<file path="config.mk">
export PLATFORM = sky130hd
export DESIGN_NAME = lts_supervisor
export DESIGN_NICKNAME = d
export VERILOG_FILES = /design/src/lts_pkg.sv /design/src/lts_alarm.sv /design/src/lts_supervisor.sv
export SDC_FILE = /design/constraint.sdc
export NUM_CORES = 1
export LEC_CHECK = 0
export BUFFER_PORTS_ARGS = -buffer_cell sky130_fd_sc_hd__buf_4
export CAP_MARGIN = 25
export CORE_MARGIN = 2
export CORE_UTILIZATION = 50
export CTS_CLUSTER_DIAMETER = 150
export DETAILED_ROUTE_END_ITERATION = 8
export PLACE_DENSITY = 0.67
export SLEW_MARGIN = 40
export SYNTH_ARGS = -nofsm -noshare
export SYNTH_HDL_FRONTEND = slang
export SYNTH_SLANG_ARGS = --single-unit
</file>
<file path="constraint.sdc">
create_clock -name sys_clk -period 19.2 [get_ports sys_clk]
set_input_delay 0.96 -clock sys_clk [delete_from_list [all_inputs] [get_ports sys_clk]]
set_output_delay 0.96 -clock sys_clk [all_outputs]
set_load 0.1 [all_outputs]
</file>
<file path="src/lts_pkg.sv">
/*
  lts_pkg: constants, register map, carrier types and state enums of the
  leak test supervisor. Assumes a single 200 MHz system clock.
*/
package lts_pkg;
  localparam int NCH    = 8;
  localparam int GRP_CH = 4;
  localparam int NGRP   = 2;
  localparam int DIGITS = 6;
  localparam int WIN    = 10;
  localparam int LVL_W  = 8;
  localparam int PROF_W = 4;

  localparam logic [23:0] CODE_DEFAULT = 24'h147369;
  localparam logic [3:0]  DIGIT_MAX    = 4'h9;

  localparam longint CLK_HZ     = 200000000;
  localparam longint BAD_TIME_S = 10;
  localparam longint BAD_CYC    = BAD_TIME_S * CLK_HZ;

  localparam logic [7:0] A_CFG  = 8'h00;
  localparam logic [7:0] A_LVL  = 8'h04;
  localparam logic [7:0] A_CHEN = 8'h08;
  localparam logic [7:0] A_PROF = 8'h0c;
  localparam logic [7:0] A_STAT = 8'h10;
  localparam logic [7:0] A_IRQ  = 8'h14;
  localparam logic [7:0] A_MASK = 8'h18;

  localparam logic [31:0] LVL_RST  = 32'h08040804;
  localparam logic [7:0]  CHEN_RST = 8'hff;

  localparam int IRQ_FSEQ = 0;
  localparam int IRQ_FCYC = 1;
  localparam int IRQ_PSEQ = 2;
  localparam int IRQ_PCYC = 3;
  localparam int IRQ_BAD  = 4;
  localparam int IRQ_OK   = 5;
  localparam int NIRQ     = 6;

  typedef struct packed {
    logic split;
    logic auto_boot;
    logic ext_sel;
  } lts_cfg_t;

  typedef struct packed {
    logic [LVL_W-1:0] pcyc;
    logic [LVL_W-1:0] pseq;
    logic [LVL_W-1:0] fcyc;
    logic [LVL_W-1:0] fseq;
  } lts_lvl_t;

  typedef struct packed {
    logic              req;
    logic              grp_only;
    logic              grp;
    logic [PROF_W-1:0] prof;
  } lts_plc_t;

  typedef struct packed {
    logic       strobe;
    logic       change;
    logic [3:0] digit;
  } lts_key_t;

  typedef enum logic [2:0] {C_IDLE, C_ENTER, C_CUR, C_NEW1, C_NEW2, C_BAD} lts_code_st_t;
  typedef enum logic [1:0] {OP_RESET, OP_STARTUP, OP_AUTO} lts_op_t;

  typedef struct packed {
    logic [3:0]        alarms;
    logic [PROF_W-1:0] prof1;
    logic [PROF_W-1:0] prof0;
    logic [NGRP-1:0]   busy;
    logic              code_bad;
    lts_op_t           op;
  } lts_stat_t;
endpackage

</file>
<file path="src/lts_alarm.sv">
/*
  lts_alarm: out-of-criterion counting for one measured quantity (flow or
  pressure). Assumes results arrive as a one-cycle strobe per finished cycle.
*/
`timescale 1ns/1ps
module lts_alarm (
  input  wire logic                      sys_clk,
  input  wire logic                      sys_rst,
  input  wire logic                      res_valid,
  input  wire logic [lts_pkg::NCH-1:0]   res_chan,
  input  wire logic [lts_pkg::NCH-1:0]   res_fail,
  input  wire logic [lts_pkg::LVL_W-1:0] seq_lvl,
  input  wire logic [lts_pkg::LVL_W-1:0] cyc_lvl,
  output logic                           seq_alarm,
  output logic                           cyc_alarm
);
  import lts_pkg::*;

  logic [3:0]       hist_r [WIN];
  logic [3:0]       ptr_r;
  logic [6:0]       sum_r;
  logic [LVL_W-1:0] run_r [NCH];
  logic [NCH-1:0]   hit;
  logic [3:0]       nfail;

  function automatic logic [3:0] popc(input logic [NCH-1:0] v);
    logic [3:0] n;
    n = 4'h0;
    for (int i = 0; i < NCH; i++) n = n + {3'h0, v[i]};
    return n;
  endfunction

  assign nfail = popc(res_chan & res_fail);

  // window of the last WIN cycles; the running sum drops the slot it overwrites
  always_ff @(posedge sys_clk or posedge sys_rst) begin
    if (sys_rst) begin
      for (int i = 0; i < WIN; i++) hist_r[i] <= 4'h0;
      ptr_r <= 4'h0;
      sum_r <= 7'h00;
    end else if (res_valid) begin
      hist_r[ptr_r] <= nfail;
      ptr_r         <= (ptr_r == 4'(WIN - 1)) ? 4'h0 : ptr_r + 4'h1;
      sum_r         <= sum_r + 7'(nfail) - 7'(hist_r[ptr_r]);
    end
  end

  for (genvar c = 0; c < NCH; c++) begin : g_run
    always_ff @(posedge sys_clk or posedge sys_rst) begin
      if (sys_rst) begin
        run_r[c] <= '0;
      end else if (res_valid && res_chan[c]) begin
        if (!res_fail[c]) run_r[c] <= '0;
        else if (run_r[c] != '1) run_r[c] <= run_r[c] + 1'b1;
      end
    end
    assign hit[c] = (cyc_lvl != '0) && (run_r[c] >= cyc_lvl);
  end

  // a level of zero disables the alarm
  always_ff @(posedge sys_clk or posedge sys_rst) begin
    if (sys_rst) begin
      seq_alarm <= 1'b0;
      cyc_alarm <= 1'b0;
    end else begin
      seq_alarm <= (seq_lvl != '0) && ({1'b0, sum_r} >= seq_lvl);
      cyc_alarm <= |hit;
    end
  end
endmodule // lts_alarm

</file>
<file path="src/lts_supervisor.sv">
/*
  lts_supervisor: access code, measurement mode and group sequencing,
  profile selection, alarm counting and power-up mode of a leak tester.
  Assumes keypad, start and controller pins are asynchronous; channel
  results and cycle-done strobes come from logic on sys_clk.
*/
// The placing of the registers and the plain strobed port were chosen for this implementation.
`timescale 1ns/1ps
//
// Contract
// - an access code is six decimal digits and is judged only when the sixth is keyed.
// - out of reset the stored code is 147369 until a change stores another.
// - a change takes current code, new code, new code again, and stores only if the two new ones match.
// - any wrong code shows the incorrect indication for 10 s and then returns to the main state.
// - in full-parallel mode all enabled channels, one to eight, run their phases together.
// - in split mode the channels form two groups of one to four channels.
// - in split mode each group's start is taken and sequenced regardless of the other group.
// - in split mode both groups use the selected profile unless an external command gives a group its own.
// - flow failures summed over all channels across the last ten cycles are compared with the flow sequential level.
// - each channel's run of consecutive flow failures is compared with the flow cycle level.
// - pressure failures summed over all channels across the last ten cycles are compared with the pressure sequential level.
// - each channel's run of consecutive pressure failures is compared with the pressure cycle level.
// - at power-up the automatic option sends the device straight to automatic mode, else to startup; the code always enters startup, as cfg_r still holds 0.
// - controller profile selection is taken only while the external-selection option is on.
// - sixteen profiles exist and a launched cycle applies the active profile.
module lts_supervisor #(
  parameter int unsigned BAD_CYCLES = 32'(lts_pkg::BAD_CYC)
) (
  input  wire logic                         sys_clk,
  input  wire logic                         sys_rst,
  input  wire logic [7:0]                   reg_addr,
  input  wire logic [31:0]                  reg_wdata,
  input  wire logic                         reg_wr,
  input  wire logic                         reg_rd,
  output logic [31:0]                       reg_rdata,
  output logic                              irq,
  input  wire lts_pkg::lts_key_t            key_pin,
  input  wire logic [lts_pkg::NGRP-1:0]     start_pin,
  input  wire lts_pkg::lts_plc_t            plc_pin,
  input  wire logic [lts_pkg::NGRP-1:0]     cycle_done,
  input  wire logic                         res_valid,
  input  wire logic [lts_pkg::NCH-1:0]      res_chan,
  input  wire logic [lts_pkg::NCH-1:0]      res_flow_fail,
  input  wire logic [lts_pkg::NCH-1:0]      res_press_fail,
  output logic [lts_pkg::NCH-1:0]           chan_run,
  output logic [lts_pkg::PROF_W-1:0]        grp0_prof,
  output logic [lts_pkg::PROF_W-1:0]        grp1_prof,
  output logic                              access_ok,
  output logic                              code_bad,
  output lts_pkg::lts_op_t                  op_mode
);
  import lts_pkg::*;

  localparam int KW = $bits(lts_key_t);
  localparam int PW = $bits(lts_plc_t);

  lts_cfg_t          cfg_r;
  lts_lvl_t          lvl_r;
  logic [NCH-1:0]    chen_r;
  logic [PROF_W-1:0] prof_r;
  logic [NIRQ-1:0]   irq_stat_r;
  logic [NIRQ-1:0]   irq_mask_r;
  logic [NIRQ-1:0]   ev;
  logic [31:0]       rdata_nxt;

  logic [KW-1:0] key_s1_r, key_s2_r;
  logic [PW-1:0] plc_s1_r, plc_s2_r;
  logic [NGRP-1:0] st_s1_r, st_s2_r, st_d_r;
  lts_key_t key_s;
  lts_plc_t plc_s;
  logic key_d_r, plc_d_r;
  logic key_ev, plc_ev;
  logic [NGRP-1:0] start_ev;

  lts_code_st_t      cst_r;
  logic [23:0]       code_r, entry_r, new_r;
  logic [2:0]        ndig_r;
  logic [31:0]       bad_cnt_r;
  logic              six;
  logic [23:0]       full;

  logic [NGRP-1:0]   busy_r;
  logic [PROF_W-1:0] gprof_r [NGRP];
  logic [PROF_W-1:0] ovr_prof_r [NGRP];
  logic [NGRP-1:0]   ovr_r;
  logic [NGRP-1:0]   grp_has;
  logic [NGRP-1:0]   launch;
  logic              boot_done_r;
  logic [3:0]        alarm;

  // two-flop synchronisers on every pin input; edges are taken on stage two
  always_ff @(posedge sys_clk or posedge sys_rst) begin
    if (sys_rst) begin
      key_s1_r <= '0;
      key_s2_r <= '0;
      plc_s1_r <= '0;
      plc_s2_r <= '0;
      st_s1_r  <= '0;
      st_s2_r  <= '0;
      st_d_r   <= '0;
      key_d_r  <= 1'b0;
      plc_d_r  <= 1'b0;
    end else begin
      key_s1_r <= key_pin;
      key_s2_r <= key_s1_r;
      plc_s1_r <= plc_pin;
      plc_s2_r <= plc_s1_r;
      st_s1_r  <= start_pin;
      st_s2_r  <= st_s1_r;
      st_d_r   <= st_s2_r;
      key_d_r  <= key_s.strobe;
      plc_d_r  <= plc_s.req;
    end
  end

  assign key_s    = lts_key_t'(key_s2_r);
  assign plc_s    = lts_plc_t'(plc_s2_r);
  assign key_ev   = key_s.strobe && !key_d_r && (key_s.digit <= DIGIT_MAX);
  assign plc_ev   = plc_s.req && !plc_d_r;
  assign start_ev = st_s2_r & ~st_d_r;

  // access code: digits shift in, the sixth one triggers the comparison
  assign six  = key_ev && (ndig_r == 3'(DIGITS - 1));
  assign full = {entry_r[19:0], key_s.digit};

  always_ff @(posedge sys_clk or posedge sys_rst) begin
    if (sys_rst) begin
      cst_r     <= C_IDLE;
      entry_r   <= '0;
      new_r     <= '0;
      ndig_r    <= '0;
      bad_cnt_r <= '0;
      access_ok <= 1'b0;
    end else begin
      access_ok <= 1'b0;
      if (key_ev && cst_r != C_BAD) begin
        entry_r <= full;
        ndig_r  <= six ? 3'h0 : ndig_r + 3'h1;
      end
      case (cst_r)
        C_IDLE: begin
          // the opening keystroke is digit one, so its count must survive here
          if (!key_ev) ndig_r <= '0;
          if (key_s.strobe && !key_d_r) cst_r <= key_s.change ? C_CUR : C_ENTER;
        end
        C_ENTER: if (six) begin
          if (full == code_r) begin
            access_ok <= 1'b1;
            cst_r     <= C_IDLE;
          end else cst_r <= C_BAD;
        end
        C_CUR:  if (six) cst_r <= (full == code_r) ? C_NEW1 : C_BAD;
        C_NEW1: if (six) begin
          new_r <= full;
          cst_r <= C_NEW2;
        end
        C_NEW2: if (six) cst_r <= (full == new_r) ? C_IDLE : C_BAD;
        C_BAD: begin
          ndig_r <= '0;
          if (bad_cnt_r == BAD_CYCLES - 1) begin
            bad_cnt_r <= '0;
            cst_r     <= C_IDLE;
          end else bad_cnt_r <= bad_cnt_r + 32'h1;
        end
        default: cst_r <= C_IDLE;
      endcase
    end
  end

  // the opening keystroke only picks the sequence; its digit is still counted
  always_ff @(posedge sys_clk or posedge sys_rst) begin
    if (sys_rst) code_r <= CODE_DEFAULT;
    else if (cst_r == C_NEW2 && six && full == new_r) code_r <= new_r;
  end

  assign code_bad = (cst_r == C_BAD);

  // power-up mode is decided once, on the first edge after reset release
  always_ff @(posedge sys_clk or posedge sys_rst) begin
    if (sys_rst) begin
      op_mode     <= OP_RESET;
      boot_done_r <= 1'b0;
    end else if (!boot_done_r) begin
      boot_done_r <= 1'b1;
      op_mode     <= cfg_r.auto_boot ? OP_AUTO : OP_STARTUP;
    end
  end

  // group sequencing; full-parallel mode drives everything through group 0
  assign grp_has[0] = cfg_r.split ? |chen_r[GRP_CH-1:0] : |chen_r;
  assign grp_has[1] = cfg_r.split && |chen_r[NCH-1:GRP_CH];
  assign launch[0]  = start_ev[0] && !busy_r[0] && grp_has[0];
  assign launch[1]  = start_ev[1] && !busy_r[1] && grp_has[1];

  for (genvar g = 0; g < NGRP; g++) begin : g_grp
    always_ff @(posedge sys_clk or posedge sys_rst) begin
      if (sys_rst) begin
        busy_r[g]  <= 1'b0;
        gprof_r[g] <= '0;
      end else if (launch[g]) begin
        busy_r[g]  <= 1'b1;
        gprof_r[g] <= (cfg_r.split && ovr_r[g]) ? ovr_prof_r[g] : prof_r;
      end else if (cycle_done[g]) begin
        busy_r[g]  <= 1'b0;
      end
    end
  end

  always_ff @(posedge sys_clk or posedge sys_rst) begin
    if (sys_rst) chan_run <= '0;
    else if (cfg_r.split) chan_run <= chen_r & {{GRP_CH{busy_r[1]}}, {GRP_CH{busy_r[0]}}};
    else chan_run <= chen_r & {NCH{busy_r[0]}};
  end

  assign grp0_prof = gprof_r[0];
  assign grp1_prof = gprof_r[1];

  // profile selection: software at any time, the controller only when allowed
  always_ff @(posedge sys_clk or posedge sys_rst) begin
    if (sys_rst) begin
      prof_r     <= '0;
      ovr_r      <= '0;
      ovr_prof_r <= '{default: '0};
    end else if (reg_wr && reg_addr == A_PROF) begin
      prof_r <= reg_wdata[PROF_W-1:0];
      ovr_r  <= '0;
    end else if (plc_ev && cfg_r.ext_sel) begin
      if (plc_s.grp_only) begin
        ovr_r[plc_s.grp]      <= 1'b1;
        ovr_prof_r[plc_s.grp] <= plc_s.prof;
      end else begin
        prof_r <= plc_s.prof;
        ovr_r  <= '0;
      end
    end
  end

  lts_alarm u_flow (
    .sys_clk   (sys_clk),
    .sys_rst   (sys_rst),
    .res_valid (res_valid),
    .res_chan  (res_chan & chen_r),
    .res_fail  (res_flow_fail),
    .seq_lvl   (lvl_r.fseq),
    .cyc_lvl   (lvl_r.fcyc),
    .seq_alarm (alarm[IRQ_FSEQ]),
    .cyc_alarm (alarm[IRQ_FCYC])
  );

  lts_alarm u_press (
    .sys_clk   (sys_clk),
    .sys_rst   (sys_rst),
    .res_valid (res_valid),
    .res_chan  (res_chan & chen_r),
    .res_fail  (res_press_fail),
    .seq_lvl   (lvl_r.pseq),
    .cyc_lvl   (lvl_r.pcyc),
    .seq_alarm (alarm[IRQ_PSEQ]),
    .cyc_alarm (alarm[IRQ_PCYC])
  );

  // register file
  always_ff @(posedge sys_clk or posedge sys_rst) begin
    if (sys_rst) begin
      cfg_r      <= '0;
      lvl_r      <= LVL_RST;
      chen_r     <= CHEN_RST;
      irq_mask_r <= '0;
    end else if (reg_wr) begin
      case (reg_addr)
        A_CFG:   cfg_r      <= lts_cfg_t'(reg_wdata[$bits(lts_cfg_t)-1:0]);
        A_LVL:   lvl_r      <= lts_lvl_t'(reg_wdata);
        A_CHEN:  chen_r     <= reg_wdata[NCH-1:0];
        A_MASK:  irq_mask_r <= reg_wdata[NIRQ-1:0];
        default: ;
      endcase
    end
  end

  assign ev = {access_ok, (cst_r == C_BAD && bad_cnt_r == '0), alarm};

  // a new event wins over a write-one-to-clear in the same cycle
  always_ff @(posedge sys_clk or posedge sys_rst) begin
    if (sys_rst) irq_stat_r <= '0;
    else if (reg_wr && reg_addr == A_IRQ) irq_stat_r <= (irq_stat_r & ~reg_wdata[NIRQ-1:0]) | ev;
    else irq_stat_r <= irq_stat_r | ev;
  end

  assign irq = |(irq_stat_r & irq_mask_r);

  always_comb begin
    case (reg_addr)
      A_CFG:   rdata_nxt = 32'(cfg_r);
      A_LVL:   rdata_nxt = lvl_r;
      A_CHEN:  rdata_nxt = 32'(chen_r);
      A_PROF:  rdata_nxt = 32'(prof_r);
      A_STAT:  rdata_nxt = 32'(lts_stat_t'{alarm, gprof_r[1], gprof_r[0], busy_r, code_bad, op_mode});
      A_IRQ:   rdata_nxt = 32'(irq_stat_r);
      A_MASK:  rdata_nxt = 32'(irq_mask_r);
      default: rdata_nxt = 32'h0;
    endcase
  end

  always_ff @(posedge sys_clk or posedge sys_rst) begin
    if (sys_rst) reg_rdata <= '0;
    else if (reg_rd) reg_rdata <= rdata_nxt;
    else reg_rdata <= '0;
  end
endmodule // lts_supervisor

</file>
==> out/results.tsv, run 1 <==
metric	value	unit
p_int	2.060	mW
postCtsResizedCells	0	
pwr-share-comb	21.7	%
power_per_cell_area	102.2	nW/µm²
p_leak	14.10	nW
antenna_found_initial	3	
ys_seq_area_share	48.15	%
worstSetupPathType	reg2reg	
nets	2805	
holdCritPathClass	reg2reg	
power_frac_clock	34.8	%
cts-htree-levels	2	
r2r_slack	13250	ps
cts_setup_buffers	0	
slew_headroom	43.69	%
rsz0062_at_grt	no	
clock-sinks	497	
min_period	5953	ps
required	19740	ps
final-setup-viol-count	0	
fmax	168.0	MHz
grt_max_degree	135	
reg2reg_from	chen_r[0]	
dr_total_vias	18550	
cp-end-kind	flip-flop	
die_w	231.6	µm
cts_tree	yes	
viasPerCell	5.710	
ys_warn_count	0	
synth_mux_area_share	11.20	%
area_growth	14.24	%
hold_violations	0	
synth_xor_area_share	6.157	%
grt_pass1_vias	19030	
period_share	31.01	%
met2_usage	38.96	%
dp_hpwl	46350	µm
grt_usage	24.58	%
io_buffers	138	
clk_latency	620	ps
clockBufferDepth	3	
die_h	231.6	µm
p_sw	0.9641	mW
numCtsBuffers	56	
drt_iter0_markers	1244	
status	finished, final reports clean	
fin_tns_setup	0	ps
drive_above_1_share	18.81	%
rows	83	
synth_area	25890	µm²
postCtsHoldBufs	0	
cp_data_arrival_time	6500	ps
place.gp.congestion	0.8711	
synth_nets	2650	
p_total	3.024	mW
slew_viol_final	0	
fin_skew	14.63	ps
drcViolationCount	0	
grt.busiest_layer	met2	
met1_usage	33.98	%
r2r_cells	19	
avgSynthCellArea	10.94	µm²
cp_max_fo	9	
startpoint	chen_r[0]	
start_kind	flip-flop	
r2r-end	u_flow.sum_r[6]	
sequentialPowerShare	43.5	%
synth-seq-cells	497	
synth_simple_gate_area_share	15.38	%
grt_pass1_wl	104200	µm
tightest_slew	844.6	ps
drv_cap	0	
core	51300	µm²
overflow	0	
netSwitchingFraction	31.88	%
drt-pass1-iter-count	5	
vdd_ir_drop_max	90.66	µV
synth_top_family_by_area	simple AND/OR/NAND/NOR gates	
ios	139	
synth_adder_area_share	10.03	%
synth_compound_gate_area_share	6.819	%
floorplan.initialDensity	50.47	%
synthDistinctLibCells	69	
clkTransAtPathRegs	60	ps
die-area	53620	µm²
globalRouteMet3Util	4.294	%
root_buffer	clkbuf_16	
synth_edf_count	0	
dominantRegCellSynth	dfrtp_1	
async_flop_share	100.0	%
synthCells	2366	
setup.worst_path.end	u_flow.sum_r[6]	
wl_per_cell	19.86	µm
final_antenna_net_count	0	
drt-total-wl	64530	µm
[logic make-up (layout without fill, tap and decap cells)]
| kind of cell | after synthesis | in the layout |
|---|---|---|
| other | 1 | 2 |
| DFF | 497 | 497 |
| muxes | 243 | 243 |
| xor gates and xnor gates | 182 | 182 |
| buffers and inverters | 150 | 352 |
| and+or+nand+nor | 814 | 814 |
| AOI/OAI and AO/OA | 281 | 281 |
| adders and majority gates | 198 | 198 |
[area by class of cell]
type / instances / area (µm²)
multi-input cells: 1719 / 12880
clock inverters: 23 / 214.0
clock buffers: 82 / 1600
well taps: 680 / 850.8
inverters: 99 / 384.1
repair buffers: 148 / 1176
flip-flops and latches: 497 / 12470
fillers: 4397 / 21720
diodes: 1 / 2.502
[cells in the mapped netlist, types with 7 or more instances]
| cell type | n | area share, % |
|---|---|---|
| nand2b_1 | 24 | 0.58 |
| buf_2 | 10 | 0.19 |
| nand3_1 | 107 | 2.1 |
| inv_1 | 99 | 1.4 |
| nor3_1 | 19 | 0.37 |
| xnor2_1 | 88 | 3.0 |
| nor2b_1 | 26 | 0.63 |
| mux2i_1 | 40 | 1.5 |
| clkbuf_1 | 34 | 0.49 |
| nor2_1 | 225 | 3.3 |
| xor2_1 | 94 | 3.2 |
| a41oi_1 | 7 | 0.24 |
| a211oi_1 | 11 | 0.32 |
| nor4_1 | 27 | 0.65 |
| nand2_1 | 196 | 2.8 |
| dfstp_2 | 23 | 2.3 |
| a22oi_1 | 18 | 0.52 |
| fa_1 | 16 | 1.2 |
| ha_1 | 182 | 8.8 |
| a21oi_1 | 45 | 0.87 |
| mux4_2 | 17 | 1.5 |
| and3_1 | 55 | 1.3 |
| a21o_1 | 36 | 1.0 |
| dfrtp_1 | 474 | 46 |
| or3_1 | 23 | 0.56 |
| nand4_1 | 69 | 1.7 |
| o21ai_0 | 107 | 2.1 |
| mux2_2 | 180 | 7.8 |
| and4_1 | 10 | 0.34 |
[routing by layer]
layer	part of all wire [%]	vias to the layer above
li1	-	8698
met1	45	9257
met2	46	473
met3	5.7	117
met4	3.2	6
met5	0.064	-
[how the worst min path moves through the flow]
| stage | slack (ps) | to | from | cells past startpoint |
|---|---|---|---|---|
| 2_1_floorplan | 330 | key_s[0] | key_s1_r[0] | 0 |
| 3_3_place_gp | 330 | key_s[0] | key_s1_r[0] | 0 |
| 3_5_place_dp | 330 | key_s[2] | key_s1_r[2] | 0 |
| 4_1_cts | 350 | key_s[2] | key_s1_r[2] | 0 |
| 5_1_grt | 360 | key_s[3] | key_s1_r[3] | 0 |
| 6_report | 350 | key_s[2] | key_s1_r[2] | 0 |
[placed cells by master (no fill, tap or decap), drive strengths merged, types with 18 or more instances in the layout]
master  synthesis  final
clkinv          0     19
dfrtp         474    474
a21o           36     36
nor2b          27     27
or3            23     23
mux2          186    186
ha            182    182
xnor2          88     88
nor3           21     21
nand4          69     69
xor2           94     94
clkbuf         34     82
buf            17    148
inv            99     99
a22oi          18     18
nand2         197    197
nand2b         24     24
nand3         107    107
and3           55     55
nor4           29     29
nor2          226    226
dfstp          23     23
o21ai         111    111
mux2i          40     40
a21oi          45     45
[power by group through the flow]
stage | sequential (mW) | combinational, mW | clock (mW)
finish | 1.32 | 0.655 | 1.05
floorplan | 1.28 | 0.507 | 0
detailed placement | 1.33 | 0.654 | 0
global placement | 1.32 | 0.628 | 0
global route | 1.33 | 0.733 | 1.12
CTS | 1.31 | 0.658 | 1.08
[through the flow]
step	setup slack, ps	cells	area, µm²	hold WS [ps]	utilization, %
after global routing	12980	3248	29570	355.1	57.65
after global placement	12910	3141	27670	333.0	53.93
after CTS	13310	3248	29560	347.8	57.63
final	13250	3249	29580	345.8	57.65
after floorplan	4403	2366	25890	331.2	-
after detailed placement	12830	3143	27750	334.7	54.09
[sequential cells by signal (all words and copies together), names as in the netlist, 20 cells and up]
| register | flops |
|---|---|
| u_flow.hist_r | 40 |
| u_flow.run_r | 64 |
| bad_cnt_r | 32 |
| u_press.hist_r | 40 |
| lvl_r | 32 |
| new_r | 24 |
| entry_r | 20 |
| reg_rdata | 32 |
| code_r | 24 |
| u_press.run_r | 64 |
[worst max-delay path, cell delays in order, from the launching register on]
cell	delay, ps
dfstp_2	650
and3_1	260
ha_1	250
inv_1	80
fa_1	420
fa_1	550
inv_1	50
fa_1	440
inv_1	80
fa_1	170
xor2_1	510
inv_1	180
fa_1	470
ha_1	340
nor2b_1	140
o21ai_0	210
a21oi_1	140
or2_2	290
o311ai_0	430
xor2_1	190
Power figures use the tool's default switching activity.
==> run 2: changes to the inputs <==
Clock period 19.2 ns to 6 ns, I/O delays scaled along.
==> run 2 against run 1 <==
- register-to-register slack got worse by 13000 ps
- non-clock buffer count increased by 71
- largest cell class unchanged
- highest routed layer unchanged
- combinational power increased to 3.3 times the previous value
- clock skew increased by 9.5 ps
- global-route usage rose by 0.14 points
- utilization rose by 1.4 points
- count of clock-buffer cells in the layout up 1
- critical endpoint is now u_press.sum_r[6]
- via count increased by 1.9%
- sequential share of layout area decreased by 1.0 points
- clock power grew to 3.2 times the previous value
- worst hold slack worse by 320 ps
==> out/results.tsv, run 2 (same netlist as run 1, synthesis figures left out) <==
metric	value	unit
antenna_found_initial	5	
status	finished, final reports clean	
dp_hpwl	46520	µm
cp-end-kind	flip-flop	
sequentialPowerShare	42.8	%
drt-pass1-iter-count	5	
drt-total-wl	65310	µm
cts-htree-levels	2	
p_leak	14.40	nW
io_buffers	138	
die-area	53620	µm²
grt_usage	24.72	%
power_per_cell_area	321.7	nW/µm²
clockBufferDepth	3	
grt_max_degree	165	
grt_pass1_wl	104600	µm
holdWs	25.23	ps
postCtsResizedCells	0	
grt_pass1_vias	19340	
cp_data_arrival_time	6210	ps
fin_skew	24.09	ps
tightest_slew	835.7	ps
final_common_cell	dfrtp_1	
fmax	176.3	MHz
multi_input_area	12880	µm²
rsz0062_at_grt	no	
fillers	4256	
seq_area	12470	µm²
viasPerCell	5.690	
final-setup-viol-count	0	
required	6540	ps
cp_max_fo	9	
area_growth	16.96	%
ios	139	
clk_latency	620	ps
rows	83	
core	51300	µm²
dr_total_vias	18900	
drive_above_1_share	18.44	%
power_frac_clock	34.8	%
p_int	6.679	mW
drcViolationCount	0	
min_period	5673	ps
pwr-share-comb	22.4	%
slew_viol_final	0	
drv_cap	0	
slew_headroom	43.86	%
netSwitchingFraction	31.45	%
die_h	231.6	µm
cts_setup_buffers	0	
mostFrequentLayoutCells	dfrtp_1, nor2_1, nand2_1, ha_1, mux2_2	
drt_iter0_markers	1203	
wl_per_cell	19.66	µm
clock-sinks	497	
p_sw	3.064	mW
postCtsHoldBufs	65	
place.gp.congestion	0.8945	
cts_tree	yes	
die_w	231.6	µm
floorplan.initialDensity	50.47	%
holdCritPathClass	in2reg	
root_buffer	clkbuf_16	
period_share	94.55	%
vdd_ir_drop_max	359.4	µV
final_area	30280	µm²
clkTransAtPathRegs	60	ps
overflow	0	
largestRegisters	u_flow.run_r x64, u_press.run_r x64	
final_antenna_net_count	0	
postPlaceCellArea	27750	µm²
start_kind	flip-flop	
hold_violations	0	
worstSetupPathType	reg2reg	
numCtsBuffers	55	
nets	2875	
[run 2: changes by cell type in the layout (fill, tap and decap cells not counted), moves of 2 or more]
cell | before | now
clkbuf_8 | 8 | 13
clkinv_2 | 15 | 13
diode_2 | 1 | 5
dfrtp_2 | 3 | 0
buf_4 | 144 | 149
clkinv_4 | 2 | 0
dlygate4sd3_1 | 0 | 65
clkbuf_1 | 17 | 15
dfrtp_1 | 471 | 474
[run 2: power by group through the flow]
stage | sequential, mW | clock [mW] | combinational (mW)
after floorplan | 4.10 | 0 | 1.62
after global placement | 4.20 | 0 | 2.06
after detailed placement | 4.21 | 0 | 2.14
after CTS | 4.16 | 3.46 | 2.19
after global routing | 4.22 | 3.61 | 2.44
final | 4.17 | 3.39 | 2.19
[run 2: area by class of cell]
| class | instances | share of cell area [%] |
|---|---|---|
| multi-input cells | 1719 | 42.55 |
| flip-flops and latches | 497 | 41.16 |
| repair buffers | 219 | 6.148 |
| clock buffers | 83 | 5.359 |
| well taps | 680 | 2.810 |
| inverters | 99 | 1.240 |
| clock inverters | 19 | 0.6900 |
| diodes | 5 | 0.04132 |
[run 2: final timing paths]
path                                   from          endpoint  slack [ps]  cells past startpoint
hold reg to reg                 key_s1_r[2]          key_s[2]         350                      0
setup / recovery                  chen_r[1]  u_press.sum_r[6]         330                     18
hold / removal             res_flow_fail[5]  u_flow.run_r[16]          30                      3
setup reg to reg                  chen_r[1]  u_press.sum_r[6]         330                     18
max in group asynchronous           sys_rst         code_r[0]        4540                      5
min in group asynchronous           sys_rst         lvl_r[26]         280                      3
[run 2: stage by stage]
step	worst slack, ps	utilization [%]	power, mW	setup TNS [ps]	std cells
floorplan	-1024	-	5.728	-485250	2366
global placement	445.8	54.03	6.260	0	3148
detailed placement	348.2	54.09	6.353	0	3148
CTS	314.5	58.93	9.813	0	3315
global route	49.72	59.01	10.27	0	3317
finish	327.0	59.03	9.743	0	3321
[run 2: worst max-delay path, stage by stage (launching register included)]
cell and delay [ps]:
dfstp_2 630, and3_1 190, ha_1 220, inv_1 80
fa_1 420, fa_1 550, inv_1 50, fa_1 430
inv_1 90, fa_1 540, inv_1 160, fa_1 480
fa_1 480, a21o_1 170, a21oi_1 230, nor2b_1 100
or4_1 470, nand3_1 130, xor2_1 170
[run 2: metal layers]
metal / routed length [µm] / vias up / GRT usage (%)
li1: - / 8839 / -
met1: 28840 / 9445 / 33.69
met2: 30340 / 497 / 39.38
met3: 3939 / 113 / 4.712
met4: 2158 / 4 / 9.155
met5: 29 / - / 0
